$ cat src/rtl/umf_pkg.sv
package umf_pkg;
   // channel count and register window
   localparam int UMF_NCH = 2;
   localparam int UMF_FILL_W = 8;
   localparam int UMF_ADDR_W = 12;
   localparam logic [4:0] UMF_OFF_MCR = 5'h00;
   localparam logic [4:0] UMF_OFF_FLOW = 5'h04;
   localparam logic [4:0] UMF_OFF_ACR = 5'h08;
   localparam logic [4:0] UMF_OFF_CKS = 5'h0C;
   localparam logic [4:0] UMF_OFF_THR = 5'h10;
   localparam logic [4:0] UMF_OFF_STAT = 5'h14;
   localparam int UMF_CH_BIT = 5;
   // modem control fields
   localparam int UMF_MCR_DTR = 0;
   localparam int UMF_MCR_RTS = 1;
   // flow control fields
   localparam int UMF_FLOW_RTS = 0;
   localparam int UMF_FLOW_CTS = 1;
   localparam int UMF_FLOW_DSR = 2;
   localparam int UMF_FLOW_DEEP = 3;
   // additional control: terminal-ready mode in [4:3]
   localparam int UMF_ACR_DTR_LO = 3;
   localparam logic [1:0] UMF_DTR_MANUAL = 2'h0;
   localparam logic [1:0] UMF_DTR_AUTO = 2'h1;
   localparam logic [1:0] UMF_DTR_485_LO = 2'h2;
   localparam logic [1:0] UMF_DTR_485_HI = 2'h3;
   // clock select fields
   localparam int UMF_CKS_RX_LO = 0;
   localparam logic [1:0] UMF_RX_INT = 2'h0;
   localparam logic [1:0] UMF_RX_EXT = 2'h1;
   localparam int UMF_CKS_DTR_LO = 4;
   localparam logic [1:0] UMF_CKO_OFF = 2'h0;
   localparam logic [1:0] UMF_CKO_1X = 2'h1;
   localparam logic [1:0] UMF_CKO_NX = 2'h2;
   localparam int UMF_CKS_TX_EXT = 6;
   // reset values
   localparam logic [1:0] UMF_MCR_RST = 2'h0;
   localparam logic [3:0] UMF_FLOW_RST = 4'h0;
   localparam logic [1:0] UMF_ACR_RST = 2'h0;
   localparam logic [6:0] UMF_CKS_RST = 7'h00;
   localparam logic [7:0] UMF_THR_RST = 8'h40;
   // queue depths
   localparam int UMF_DEPTH_SHALLOW = 16;
   localparam int UMF_DEPTH_DEEP = 128;
endpackage

$ cat src/rtl/umf_modem_pins.sv
// The APB register port and the register offsets are this design's own decisions.
`timescale 1ns/100ps
`default_nettype none
module umf_modem_pins
   import umf_pkg::*;
#(
   parameter int NCH = UMF_NCH,
   parameter int FW = UMF_FILL_W
) (
   input wire logic clk_sys_in,
   input wire logic srst_in,
   // apb slave
   input wire logic psel_in,
   input wire logic penable_in,
   input wire logic pwrite_in,
   input wire logic [UMF_ADDR_W-1:0] paddr_in,
   input wire logic [31:0] pwdata_in,
   output logic [31:0] prdata_out,
   output logic pready_out,
   output logic pslverr_out,
   // uart core side
   input wire logic [NCH*FW-1:0] rx_fill_in,
   input wire logic [NCH-1:0] tx_empty_in,
   input wire logic [NCH-1:0] tx_busy_in,
   input wire logic [NCH-1:0] tx_data_req_in,
   input wire logic [NCH-1:0] tx_flow_req_in,
   input wire logic [NCH-1:0] tx_bclk_in,
   input wire logic [NCH-1:0] tx_nclk_in,
   input wire logic [NCH-1:0] rx_bclk_in,
   output logic [NCH-1:0] tx_data_start_out,
   output logic [NCH-1:0] tx_flow_start_out,
   output logic [NCH-1:0] tx_tick_out,
   output logic [NCH-1:0] rx_tick_out,
   output logic [NCH-1:0] fifo_deep_out,
   // modem pins
   input wire logic [NCH-1:0] cts_n_in,
   input wire logic [NCH-1:0] dsr_n_in,
   input wire logic [NCH-1:0] ri_n_in,
   input wire logic queue_depth_select_pin_in,
   output logic [NCH-1:0] rts_n_out,
   output logic [NCH-1:0] dtr_n_out,
   output logic [NCH-1:0] ring_out
);
   logic [1:0] mcr [NCH];
   logic [3:0] flow [NCH];
   logic [1:0] dtr_mode [NCH];
   logic [6:0] clock_select_register [NCH];
   logic [FW-1:0] rts_thr [NCH];
   logic [FW-1:0] dtr_thr [NCH];
   logic [NCH-1:0] tx_held;
   logic setup, wr_en, hit, ch_ok;
   logic [4:0] off;
   logic [31:0] next_rdata;
   int unsigned ch;

   // address decode; unmapped words answer with an error
   assign setup = psel_in & ~penable_in;
   assign off = paddr_in[4:0];
   assign ch = 32'(paddr_in[UMF_ADDR_W-1:UMF_CH_BIT]);
   assign ch_ok = ch < NCH;
   assign hit = ch_ok &&
      (off == UMF_OFF_MCR || off == UMF_OFF_FLOW || off == UMF_OFF_ACR ||
       off == UMF_OFF_CKS || off == UMF_OFF_THR || off == UMF_OFF_STAT);
   // writes land only at the completing edge of the access phase
   assign wr_en = psel_in & penable_in & pready_out & pwrite_in &
                  ~pslverr_out;

   // read mux, sampled in the setup cycle
   always_comb begin
      next_rdata = 32'h0000_0000;
      if (ch_ok) begin
         unique case (off)
            UMF_OFF_MCR: next_rdata[1:0] = mcr[ch];
            UMF_OFF_FLOW: next_rdata[3:0] = flow[ch];
            UMF_OFF_ACR: next_rdata[4:3] = dtr_mode[ch];
            UMF_OFF_CKS: next_rdata[6:0] = clock_select_register[ch];
            UMF_OFF_THR: next_rdata[2*FW-1:0] = {dtr_thr[ch], rts_thr[ch]};
            UMF_OFF_STAT: begin
               next_rdata[0] = ~cts_n_in[ch];
               next_rdata[1] = ~dsr_n_in[ch];
               next_rdata[2] = ring_out[ch];
               next_rdata[3] = tx_held[ch];
               next_rdata[4] = rts_n_out[ch];
               next_rdata[5] = dtr_n_out[ch];
               next_rdata[6] = fifo_deep_out[ch];
               next_rdata[7] = queue_depth_select_pin_in;
            end
            default: next_rdata = 32'h0000_0000;
         endcase
      end
   end

   // one wait-free access phase: pready rises the cycle after setup
   always_ff @(posedge clk_sys_in) begin
      if (srst_in) begin
         pready_out <= 1'b0;
         pslverr_out <= 1'b0;
         prdata_out <= 32'h0000_0000;
      end else begin
         pready_out <= setup;
         pslverr_out <= setup & ~hit;
         if (setup)
            prdata_out <= pwrite_in ? 32'h0000_0000 : next_rdata;
      end
   end

   genvar g;
   generate
      for (g = 0; g < NCH; g++) begin : g_ch
         logic sel;
         assign sel = wr_en && (ch == g);

         // software-owned control registers of this channel
         always_ff @(posedge clk_sys_in) begin
            if (srst_in) begin
               mcr[g] <= UMF_MCR_RST;
               flow[g] <= UMF_FLOW_RST;
               dtr_mode[g] <= UMF_ACR_RST;
               clock_select_register[g] <= UMF_CKS_RST;
               rts_thr[g] <= FW'(UMF_THR_RST);
               dtr_thr[g] <= FW'(UMF_THR_RST);
            end else if (sel) begin
               unique case (off)
                  UMF_OFF_MCR: mcr[g] <= pwdata_in[1:0];
                  UMF_OFF_FLOW: flow[g] <= pwdata_in[3:0];
                  UMF_OFF_ACR: dtr_mode[g] <= pwdata_in[4:3];
                  UMF_OFF_CKS: clock_select_register[g] <= pwdata_in[6:0];
                  UMF_OFF_THR: begin
                     rts_thr[g] <= pwdata_in[FW-1:0];
                     dtr_thr[g] <= pwdata_in[2*FW-1:FW];
                  end
                  default: ; // status is read-only
               endcase
            end
         end

         umf_chan #(.FW(FW)) u_chan (
            .clk_sys_in(clk_sys_in),
            .srst_in(srst_in),
            .rx_fill_in(rx_fill_in[g*FW +: FW]),
            .rts_thr_in(rts_thr[g]),
            .dtr_thr_in(dtr_thr[g]),
            .mcr_in(mcr[g]),
            .flow_in(flow[g]),
            .dtr_mode_in(dtr_mode[g]),
            .cks_in(clock_select_register[g]),
            .tx_empty_in(tx_empty_in[g]),
            .tx_busy_in(tx_busy_in[g]),
            .tx_data_req_in(tx_data_req_in[g]),
            .tx_flow_req_in(tx_flow_req_in[g]),
            .tx_bclk_in(tx_bclk_in[g]),
            .tx_nclk_in(tx_nclk_in[g]),
            .rx_bclk_in(rx_bclk_in[g]),
            .cts_n_in(cts_n_in[g]),
            .dsr_n_in(dsr_n_in[g]),
            .ri_n_in(ri_n_in[g]),
            .queue_depth_select_pin_in(queue_depth_select_pin_in),
            .rts_n_out(rts_n_out[g]),
            .dtr_n_out(dtr_n_out[g]),
            .tx_data_start_out(tx_data_start_out[g]),
            .tx_flow_start_out(tx_flow_start_out[g]),
            .tx_tick_out(tx_tick_out[g]),
            .rx_tick_out(rx_tick_out[g]),
            .ring_out(ring_out[g]),
            .tx_held_out(tx_held[g]),
            .fifo_deep_out(fifo_deep_out[g])
         );

         // helpers for the checks below
         logic cko_off, auto_dtr, manual;
         assign cko_off = clock_select_register[g][UMF_CKS_DTR_LO +: 2] == UMF_CKO_OFF;
         assign auto_dtr = cko_off && dtr_mode[g] == UMF_DTR_AUTO;
         assign manual = cko_off && dtr_mode[g] == UMF_DTR_MANUAL;

      end
   endgenerate
endmodule // umf_modem_pins
`default_nettype wire

$ cat src/rtl/umf_chan.sv
`timescale 1ns/100ps
`default_nettype none
module umf_chan
   import umf_pkg::*;
#(
   parameter int FW = UMF_FILL_W
) (
   input wire logic clk_sys_in,
   input wire logic srst_in,
   input wire logic [FW-1:0] rx_fill_in,
   input wire logic [FW-1:0] rts_thr_in,
   input wire logic [FW-1:0] dtr_thr_in,
   input wire logic [1:0] mcr_in,
   input wire logic [3:0] flow_in,
   input wire logic [1:0] dtr_mode_in,
   input wire logic [6:0] cks_in,
   input wire logic tx_empty_in,
   input wire logic tx_busy_in,
   input wire logic tx_data_req_in,
   input wire logic tx_flow_req_in,
   input wire logic tx_bclk_in,
   input wire logic tx_nclk_in,
   input wire logic rx_bclk_in,
   input wire logic cts_n_in,
   input wire logic dsr_n_in,
   input wire logic ri_n_in,
   input wire logic queue_depth_select_pin_in,
   output logic rts_n_out,
   output logic dtr_n_out,
   output logic tx_data_start_out,
   output logic tx_flow_start_out,
   output logic tx_tick_out,
   output logic rx_tick_out,
   output logic ring_out,
   output logic tx_held_out,
   output logic fifo_deep_out
);
   logic tx_src, rx_src, tx_src_q, rx_src_q, hold;
   logic [1:0] cko, rx_sel;

   // clock sources: ring pin may replace the baud clock
   assign cko = cks_in[UMF_CKS_DTR_LO +: 2];
   assign rx_sel = cks_in[UMF_CKS_RX_LO +: 2];
   assign tx_src = cks_in[UMF_CKS_TX_EXT] ? ri_n_in : tx_bclk_in;
   assign rx_src = (rx_sel == UMF_RX_EXT) ? dsr_n_in :
                   (rx_sel == UMF_RX_INT) ? rx_bclk_in : tx_src;
   assign hold = (flow_in[UMF_FLOW_CTS] & cts_n_in) |
                 (flow_in[UMF_FLOW_DSR] & dsr_n_in);

   // modem outputs, highest priority first
   always_ff @(posedge clk_sys_in) begin
      if (srst_in) begin
         rts_n_out <= 1'b1;
         dtr_n_out <= 1'b1;
      end else begin
         if (flow_in[UMF_FLOW_RTS])
            rts_n_out <= (rx_fill_in >= rts_thr_in);
         else
            rts_n_out <= ~mcr_in[UMF_MCR_RTS];
         if (cko == UMF_CKO_1X)
            dtr_n_out <= tx_src;
         else if (cko == UMF_CKO_NX)
            dtr_n_out <= tx_nclk_in;
         else if (dtr_mode_in == UMF_DTR_485_LO)
            dtr_n_out <= tx_empty_in;
         else if (dtr_mode_in == UMF_DTR_485_HI)
            dtr_n_out <= ~tx_empty_in;
         else if (dtr_mode_in == UMF_DTR_AUTO)
            dtr_n_out <= ~(rx_fill_in >= dtr_thr_in);
         else
            dtr_n_out <= ~mcr_in[UMF_MCR_DTR];
      end
   end

   // start grants: only between characters, flow characters first
   always_ff @(posedge clk_sys_in) begin
      if (srst_in) begin
         tx_data_start_out <= 1'b0;
         tx_flow_start_out <= 1'b0;
         tx_held_out <= 1'b0;
      end else begin
         tx_flow_start_out <= tx_flow_req_in & ~tx_busy_in &
            ~tx_flow_start_out & ~tx_data_start_out;
         tx_data_start_out <= tx_data_req_in & ~tx_busy_in & ~hold &
            ~tx_flow_req_in & ~tx_flow_start_out &
            ~tx_data_start_out;
         tx_held_out <= hold;
      end
   end

   // edge pulses of the selected clocks; inputs already synchronous
   always_ff @(posedge clk_sys_in) begin
      if (srst_in) begin
         tx_src_q <= 1'b0;
         rx_src_q <= 1'b0;
         tx_tick_out <= 1'b0;
         rx_tick_out <= 1'b0;
      end else begin
         tx_src_q <= tx_src;
         rx_src_q <= rx_src;
         tx_tick_out <= tx_src & ~tx_src_q;
         rx_tick_out <= rx_src & ~rx_src_q;
      end
   end

   // ring status and queue depth
   always_ff @(posedge clk_sys_in) begin
      if (srst_in) begin
         ring_out <= 1'b0;
         fifo_deep_out <= 1'b0;
      end else begin
         ring_out <= ~ri_n_in & ~cks_in[UMF_CKS_TX_EXT];
         fifo_deep_out <= queue_depth_select_pin_in |
                          flow_in[UMF_FLOW_DEEP];
      end
   end
endmodule // umf_chan
`default_nettype wire

$ cat config.mk
export PLATFORM = sky130hd
export DESIGN_NAME = umf_modem_pins
export DESIGN_NICKNAME = d
export VERILOG_FILES = /design/src/rtl/umf_pkg.sv /design/src/rtl/umf_modem_pins.sv /design/src/rtl/umf_chan.sv
export SDC_FILE = /design/constraint.sdc
export NUM_CORES = 1
export LEC_CHECK = 0
export BUFFER_PORTS_ARGS = -buffer_cell sky130_fd_sc_hd__buf_2
export CAP_MARGIN = 20
export CORE_MARGIN = 5
export CORE_UTILIZATION = 49
export DETAILED_ROUTE_END_ITERATION = 10
export PLACE_DENSITY = 0.77
export SYNTH_ARGS = -nofsm -noshare
export SYNTH_HDL_FRONTEND = slang
export SYNTH_HIERARCHICAL = 1
export SYNTH_SLANG_ARGS = --single-unit
$ cat constraint.sdc
create_clock -name clk_sys_in -period 2.3 [get_ports clk_sys_in]
set_input_delay 0.23 -clock clk_sys_in [delete_from_list [all_inputs] [get_ports clk_sys_in]]
set_output_delay 0.23 -clock clk_sys_in [all_outputs]
set_load 0.02 [all_outputs]
# [Word level (Yosys, flattened, before mapping)]
# Memories as Yosys holds them, arrays and structs flattened.
# Cells that the tools add are included.
[word_totals] reg_bits=56 ramBits=62 input_bits=86 out_inout_bits=50 word_cells=236 memories=6
[memory_table] memory="dtr_thr" words=2 word_bits=8 rd=3 rd_ports_with_merged_regs=0 write_ports=2 line_no="umf_modem_pins.sv:49" source="logic [FW-1:0] dtr_thr [NCH];"
[memory_table] memory="rts_thr" words=2 word_bits=8 rd=3 rd_ports_with_merged_regs=0 write_ports=2 line_no="umf_modem_pins.sv:48" source="logic [FW-1:0] rts_thr [NCH];"
[memory_table] memory="clock_select_register" words=2 word_bits=7 rd=3 rd_ports_with_merged_regs=0 write_ports=2 line_no="umf_modem_pins.sv:47" source="logic [6:0] clock_select_register [NCH];"
[memory_table] memory="flow" words=2 word_bits=4 rd=3 rd_ports_with_merged_regs=0 write_ports=2 line_no="umf_modem_pins.sv:45" source="logic [3:0] flow [NCH];"
[memory_table] memory="dtr_mode" words=2 word_bits=2 rd=3 rd_ports_with_merged_regs=0 write_ports=2 line_no="umf_modem_pins.sv:46" source="logic [1:0] dtr_mode [NCH];"
[memory_table] memory="mcr" words=2 word_bits=2 rd=3 rd_ports_with_merged_regs=0 write_ports=2 line_no="umf_modem_pins.sv:44" source="logic [1:0] mcr [NCH];"
[classes] order_cmp=6 n_eq_ne=18 muxes=90 bitwise_logic=79 n_reduce_logical=12
[ops] op="$mux W1" count=69
[ops] op="$mux W8" count=5
[ops] op="$and A1 B1 Y1" count=32
[ops] op="$ge A8 B8 Y1" count=4
[ops] op="$logic_not A32 Y1" count=1
[ops] op="$mux W32" count=1
[ops] op="$not A1 Y1" count=31
[ops] op="$mux W16" count=1
[ops] op="$or A1 B1 Y1" count=16
[ops] op="$lt A7 B2 Y1 const B" count=2
[ops] op="$mux W7" count=2
[ops] op="$eq A2 B1 Y1 const B" count=6
[ops] op="$eq A2 B2 Y1 const B" count=6
[ops] op="$eq A5 B4 Y1 const B" count=2
[ops] op="$eq A5 B5 Y1 const B" count=2
[ops] op="$pmux W2 S5" count=1
[ops] op="$mux W2" count=4
[ops] op="$mux W4" count=2
[ops] op="$pmux W1 S4" count=2
[ops] op="$eq A7 B1 Y1 const B" count=1
[ops] op="$pmux W2 S3" count=1
[ops] op="$eq A5 B3 Y1 const B" count=1
[ops] op="$logic_not A5 Y1" count=1
[ops] op="$logic_or A1 B1 Y1" count=5
[ops] op="other kinds (4)" count=7

# [Depth between registers and ports, before layout]
[depth] depth_word=9 depth_mapped=7 mapped_depth_nobuf=7

# [Hierarchy]
# The synthesis kept the hierarchy.
[by_module_without_submodules] module="umf_modem_pins" instances=1 cells_each=320 area_each_um2=3923.8 seq_area_each_um2=2222.1
[by_module_without_submodules] module="umf_chan" instances=2 cells_each=92 area_each_um2=785.8 seq_area_each_um2=220.2

# [Worst setup path before layout]
# No wires, ideal clock.
[synth_timing] path_kind="input-to-reg" start="input port paddr_in[11]" end="memory dtr_thr[0][0] (netlist name), enable pin" setup_ns=0.367 arrival_time_ns=2.082 required_ns=1.933 path_slack_ns=-0.149 cell_stages=5 n_path_buf=1 path_cell_list="or4_4 or4_1 buf_6 nor2_1 a21o_1"
[synth_lines] item="from (decl)" line_no="umf_modem_pins.sv:16" source="input wire logic [UMF_ADDR_W-1:0] paddr_in,"
[synth_lines] item="to (decl)" line_no="umf_modem_pins.sv:49"

==> run_results.csv <==
group,metric,value,unit
sta,setup_viol,0,
final_layout,drive_above_1_share,29.0,%
pwr,ir_drop,0.000346,V
sta,worst_pin_slew,0.588,ns
sta,finalCritPeriodShare,96.0,%
cts,cts_sinks,102,
place,gp_congestion,0.929,
cts,htree_levels,3,
cts,clockBufferDepth,2,
setup_path,worstPathRequired,2.36,ns
logic_synthesis,synth_most_common_cell,"edfxtp_1",
route,dr.pass1.iters,5,
setup_path,critPathTopFamily,"simple AND/OR/NAND/NOR gates",
logic_synthesis,syn_avg_cell_area,10.9,um^2
sta,hold_violations,0,
pwr,power,4.11,mW
logic_synthesis,synthFlopType,"edfxtp_1",
setup_path,cp_slowest_cell,"or4_1",
sta,fin_crit,2.21,ns
place,io_buffers,103,
global_routing,grt_pass1_wl,22.0,mm
setup_path,worst_r2r_endpoint,"dtr_thr[0][2]",
setup_path,critPathKind,"input pin to flop",
setup_path,path_buf_inv,3,
setup_path,crit_cells,7,
route,antenna_left,0,
cts,hold_buffers,0,
final_layout,fin_nets,745,
global_routing,grt_max_degree,25,
route,drt-vias-per-instance,5.63,
cts,clockRootBuffer,"clkbuf_16",
floorplan,die_x,116,um
logic_synthesis,synthArstFlopShare,0,%
global_routing,antenna_found_initial,0,
hold_path,worstHoldStart,"ri_n_in[0]",
sta,skew,0.00541,ns
floorplan,dieArea,13400,um^2
logic_synthesis,synth_cells,504,
floorplan,ios,136,
pwr,p_per_area,619,nW/um^2
setup_path,rr_worst_depth,6,
global_routing,grt_pass1_vias,4232,
setup_path,cp_max_fo,16,
setup_path,cpPeakStageDelay,0.53,ns
cts,cts_tree,"built",
hold_path,whs_path_depth,2,
hold_path,hold_end,"g_ch[0].u_chan/ring_out",
logic_synthesis,yosysUniqueCellTypes,52,
job,drv_cap,0,
pwr,p_leak,2.95,nW
floorplan,rows,38,
cts,cts.repair.resized,0,
logic_synthesis,ys_seq_elements,102,
sta,max_freq,453,MHz
floorplan,core-area,10900,um^2
sta,maxSlewHeadroom,60.8,%
route,wl,14.4,mm
sta,slew_viol_final,0,
setup_path,r2r_slack,0.21,ns
cts,cts_buffers,9,
logic_synthesis,yosys.area.top_type_share,33.9,%
route,wire_per_inst,18.7,um
sta,rsz0062_at_grt,"no",
logic_synthesis,ys_seq_area_share,48.5,%
setup_path,crit_chain,"buf_2 > or4_4 > or4_1 > buf_4 > nor2_1 > a21o_2 > buf_12",
final_layout,finalCoreUtilization,60.6,%
route,drtIter0Drc,340,
logic_synthesis,synth_area_leaders,"edfxtp_1 34%, dfxtp_1 15%, ha_1 7.3%, and2_1 5.0%, mux2_2 3.9%",
global_routing,overflow,0,
logic_synthesis,synth.cells.most_frequent,"62 x edfxtp_1, 44 x and2_1, 40 x dfxtp_1, 37 x nor2_1, 33 x inv_1",
logic_synthesis,syn_area,5500,um^2
sta,tns,0,ns
logic_synthesis,synth_edf_count,62,
floorplan,initial_utilization,50.3,%
final_layout,syn_to_final_growth,20.7,%
setup_path,cp-start-kind,"input pin",
sta,holdWs,0.0512,ns
route,drcViolationCount,0,
global_routing,track_usage,21.6,%
setup_path,r2r_start,"pslverr_out",
cts,clk_pin_slew_worst_paths,0.07,ns
cts,cts_setup_buffers,0,
cts,insertion_delay,0.35,ns
setup_path,crit_path_end_kind,"flop",
route,via_count,4345,
run_status,status,"complete, no violations",
setup_path,arrival,2.27,ns
place,hpwl,11.2,mm
floorplan,fp.dieH,116,um
final_layout,antenna_cells,0,
logic_synthesis,ys_warn_count,6,
hold_path,hold_path_class,"input pin to flop",
logic_synthesis,yosysTopAreaCell,"edfxtp_1",
==> worst reg2reg max path, stage by stage, from the launching register on <==
cell and delay [ns]:
dfxtp_1 0.31, nand2b_1 0.13, or4_1 0.48, buf_4 0.19, nor2_1 0.32, a21o_2 0.22, buf_12 0.16
==> area by class of cell <==
type	count	area [um^2]
timing repair buffer	134	811
inverter	33	124
fill	917	4310
tap	140	175
sequential	102	2660
clock inverter	7	97.6
clock buffer	9	225
multi-input combinational	347	2530
==> power breakdown <==
group          switching [mW]  internal, mW  total [mW]
combinational           0.273         0.185       0.458
sequential             0.0295          1.98        2.01
clock                   0.681         0.957        1.64
total                   0.983          3.12        4.11
==> worst max path at each step <==
stage / from / endpoint / slack, ns
floorplan: paddr_in[11] / dtr_thr[1][0] / 0.0008
global placement: paddr_in[11] / dtr_thr[1][3] / -0.24
detailed placement: paddr_in[11] / clock_select_register[0][6] / -0.26
CTS: paddr_in[11] / clock_select_register[0][4] / 0.07
global route: paddr_in[11] / dtr_thr[1][3] / 0.02
finish: paddr_in[11] / dtr_thr[0][2] / 0.09
==> metrics by stage <==
| stage | setup WS (ns) | area, um^2 | cells |
|---|---|---|---|
| 6_report | 0.0922 | 6630 | 772 |
| 5_1_grt | 0.0165 | 6630 | 772 |
| 4_1_cts | 0.0661 | 6630 | 772 |
| 3_5_place_dp | -0.259 | 6310 | 756 |
| 3_3_place_gp | -0.235 | 6310 | 756 |
| 2_1_floorplan | 0.000759 | 5550 | 519 |
==> layout by cell type, fill, tap and decap left out, types with 9 or more instances in the layout <==
| master | n |
|---|---|
| a211oi_1 | 17 |
| a21o_1 | 11 |
| and2_1 | 44 |
| and3_1 | 16 |
| buf_2 | 103 |
| buf_4 | 26 |
| clkbuf_16 | 9 |
| conb_1 | 16 |
| dfxtp_1 | 40 |
| edfxtp_1 | 62 |
| ha_1 | 32 |
| inv_1 | 33 |
| mux2_2 | 19 |
| mux2i_1 | 21 |
| nand2b_1 | 13 |
| nor2_1 | 37 |
| nor3_1 | 27 |
==> cells by family after synthesis <==
kind of cell / synth area share, %
DFF: 48.5
muxes: 8.13
xor gates and xnor gates: 0.638
adders and majority gates: 7.29
and+or+nand+nor: 19.4
AOI/OAI and AO/OA: 9.54
buffers and inverters: 6.51
other: 0.0682
==> registers in the layout (all words and copies together), names as in the netlist, 4 cells and up <==
name and cells:
prdata_out 16, clock_select_register 14, dtr_thr 16, dtr_mode 4, rts_thr 16, flow 8, mcr 4
==> metal layers <==
layer | track usage [%] | part of all wire (%) | routed length (um) | vias up
met2 | 36.7 | 49 | 7030 | 196
met4 | 7.66 | 2.3 | 325 | 0
met5 | 0 | 0 | 0 | -
met1 | 27.7 | 41 | 5870 | 2064
li1 | - | - | - | 2058
met3 | 3.66 | 8.5 | 1220 | 27
No activity file was read; power rests on OpenSTA's default activity.
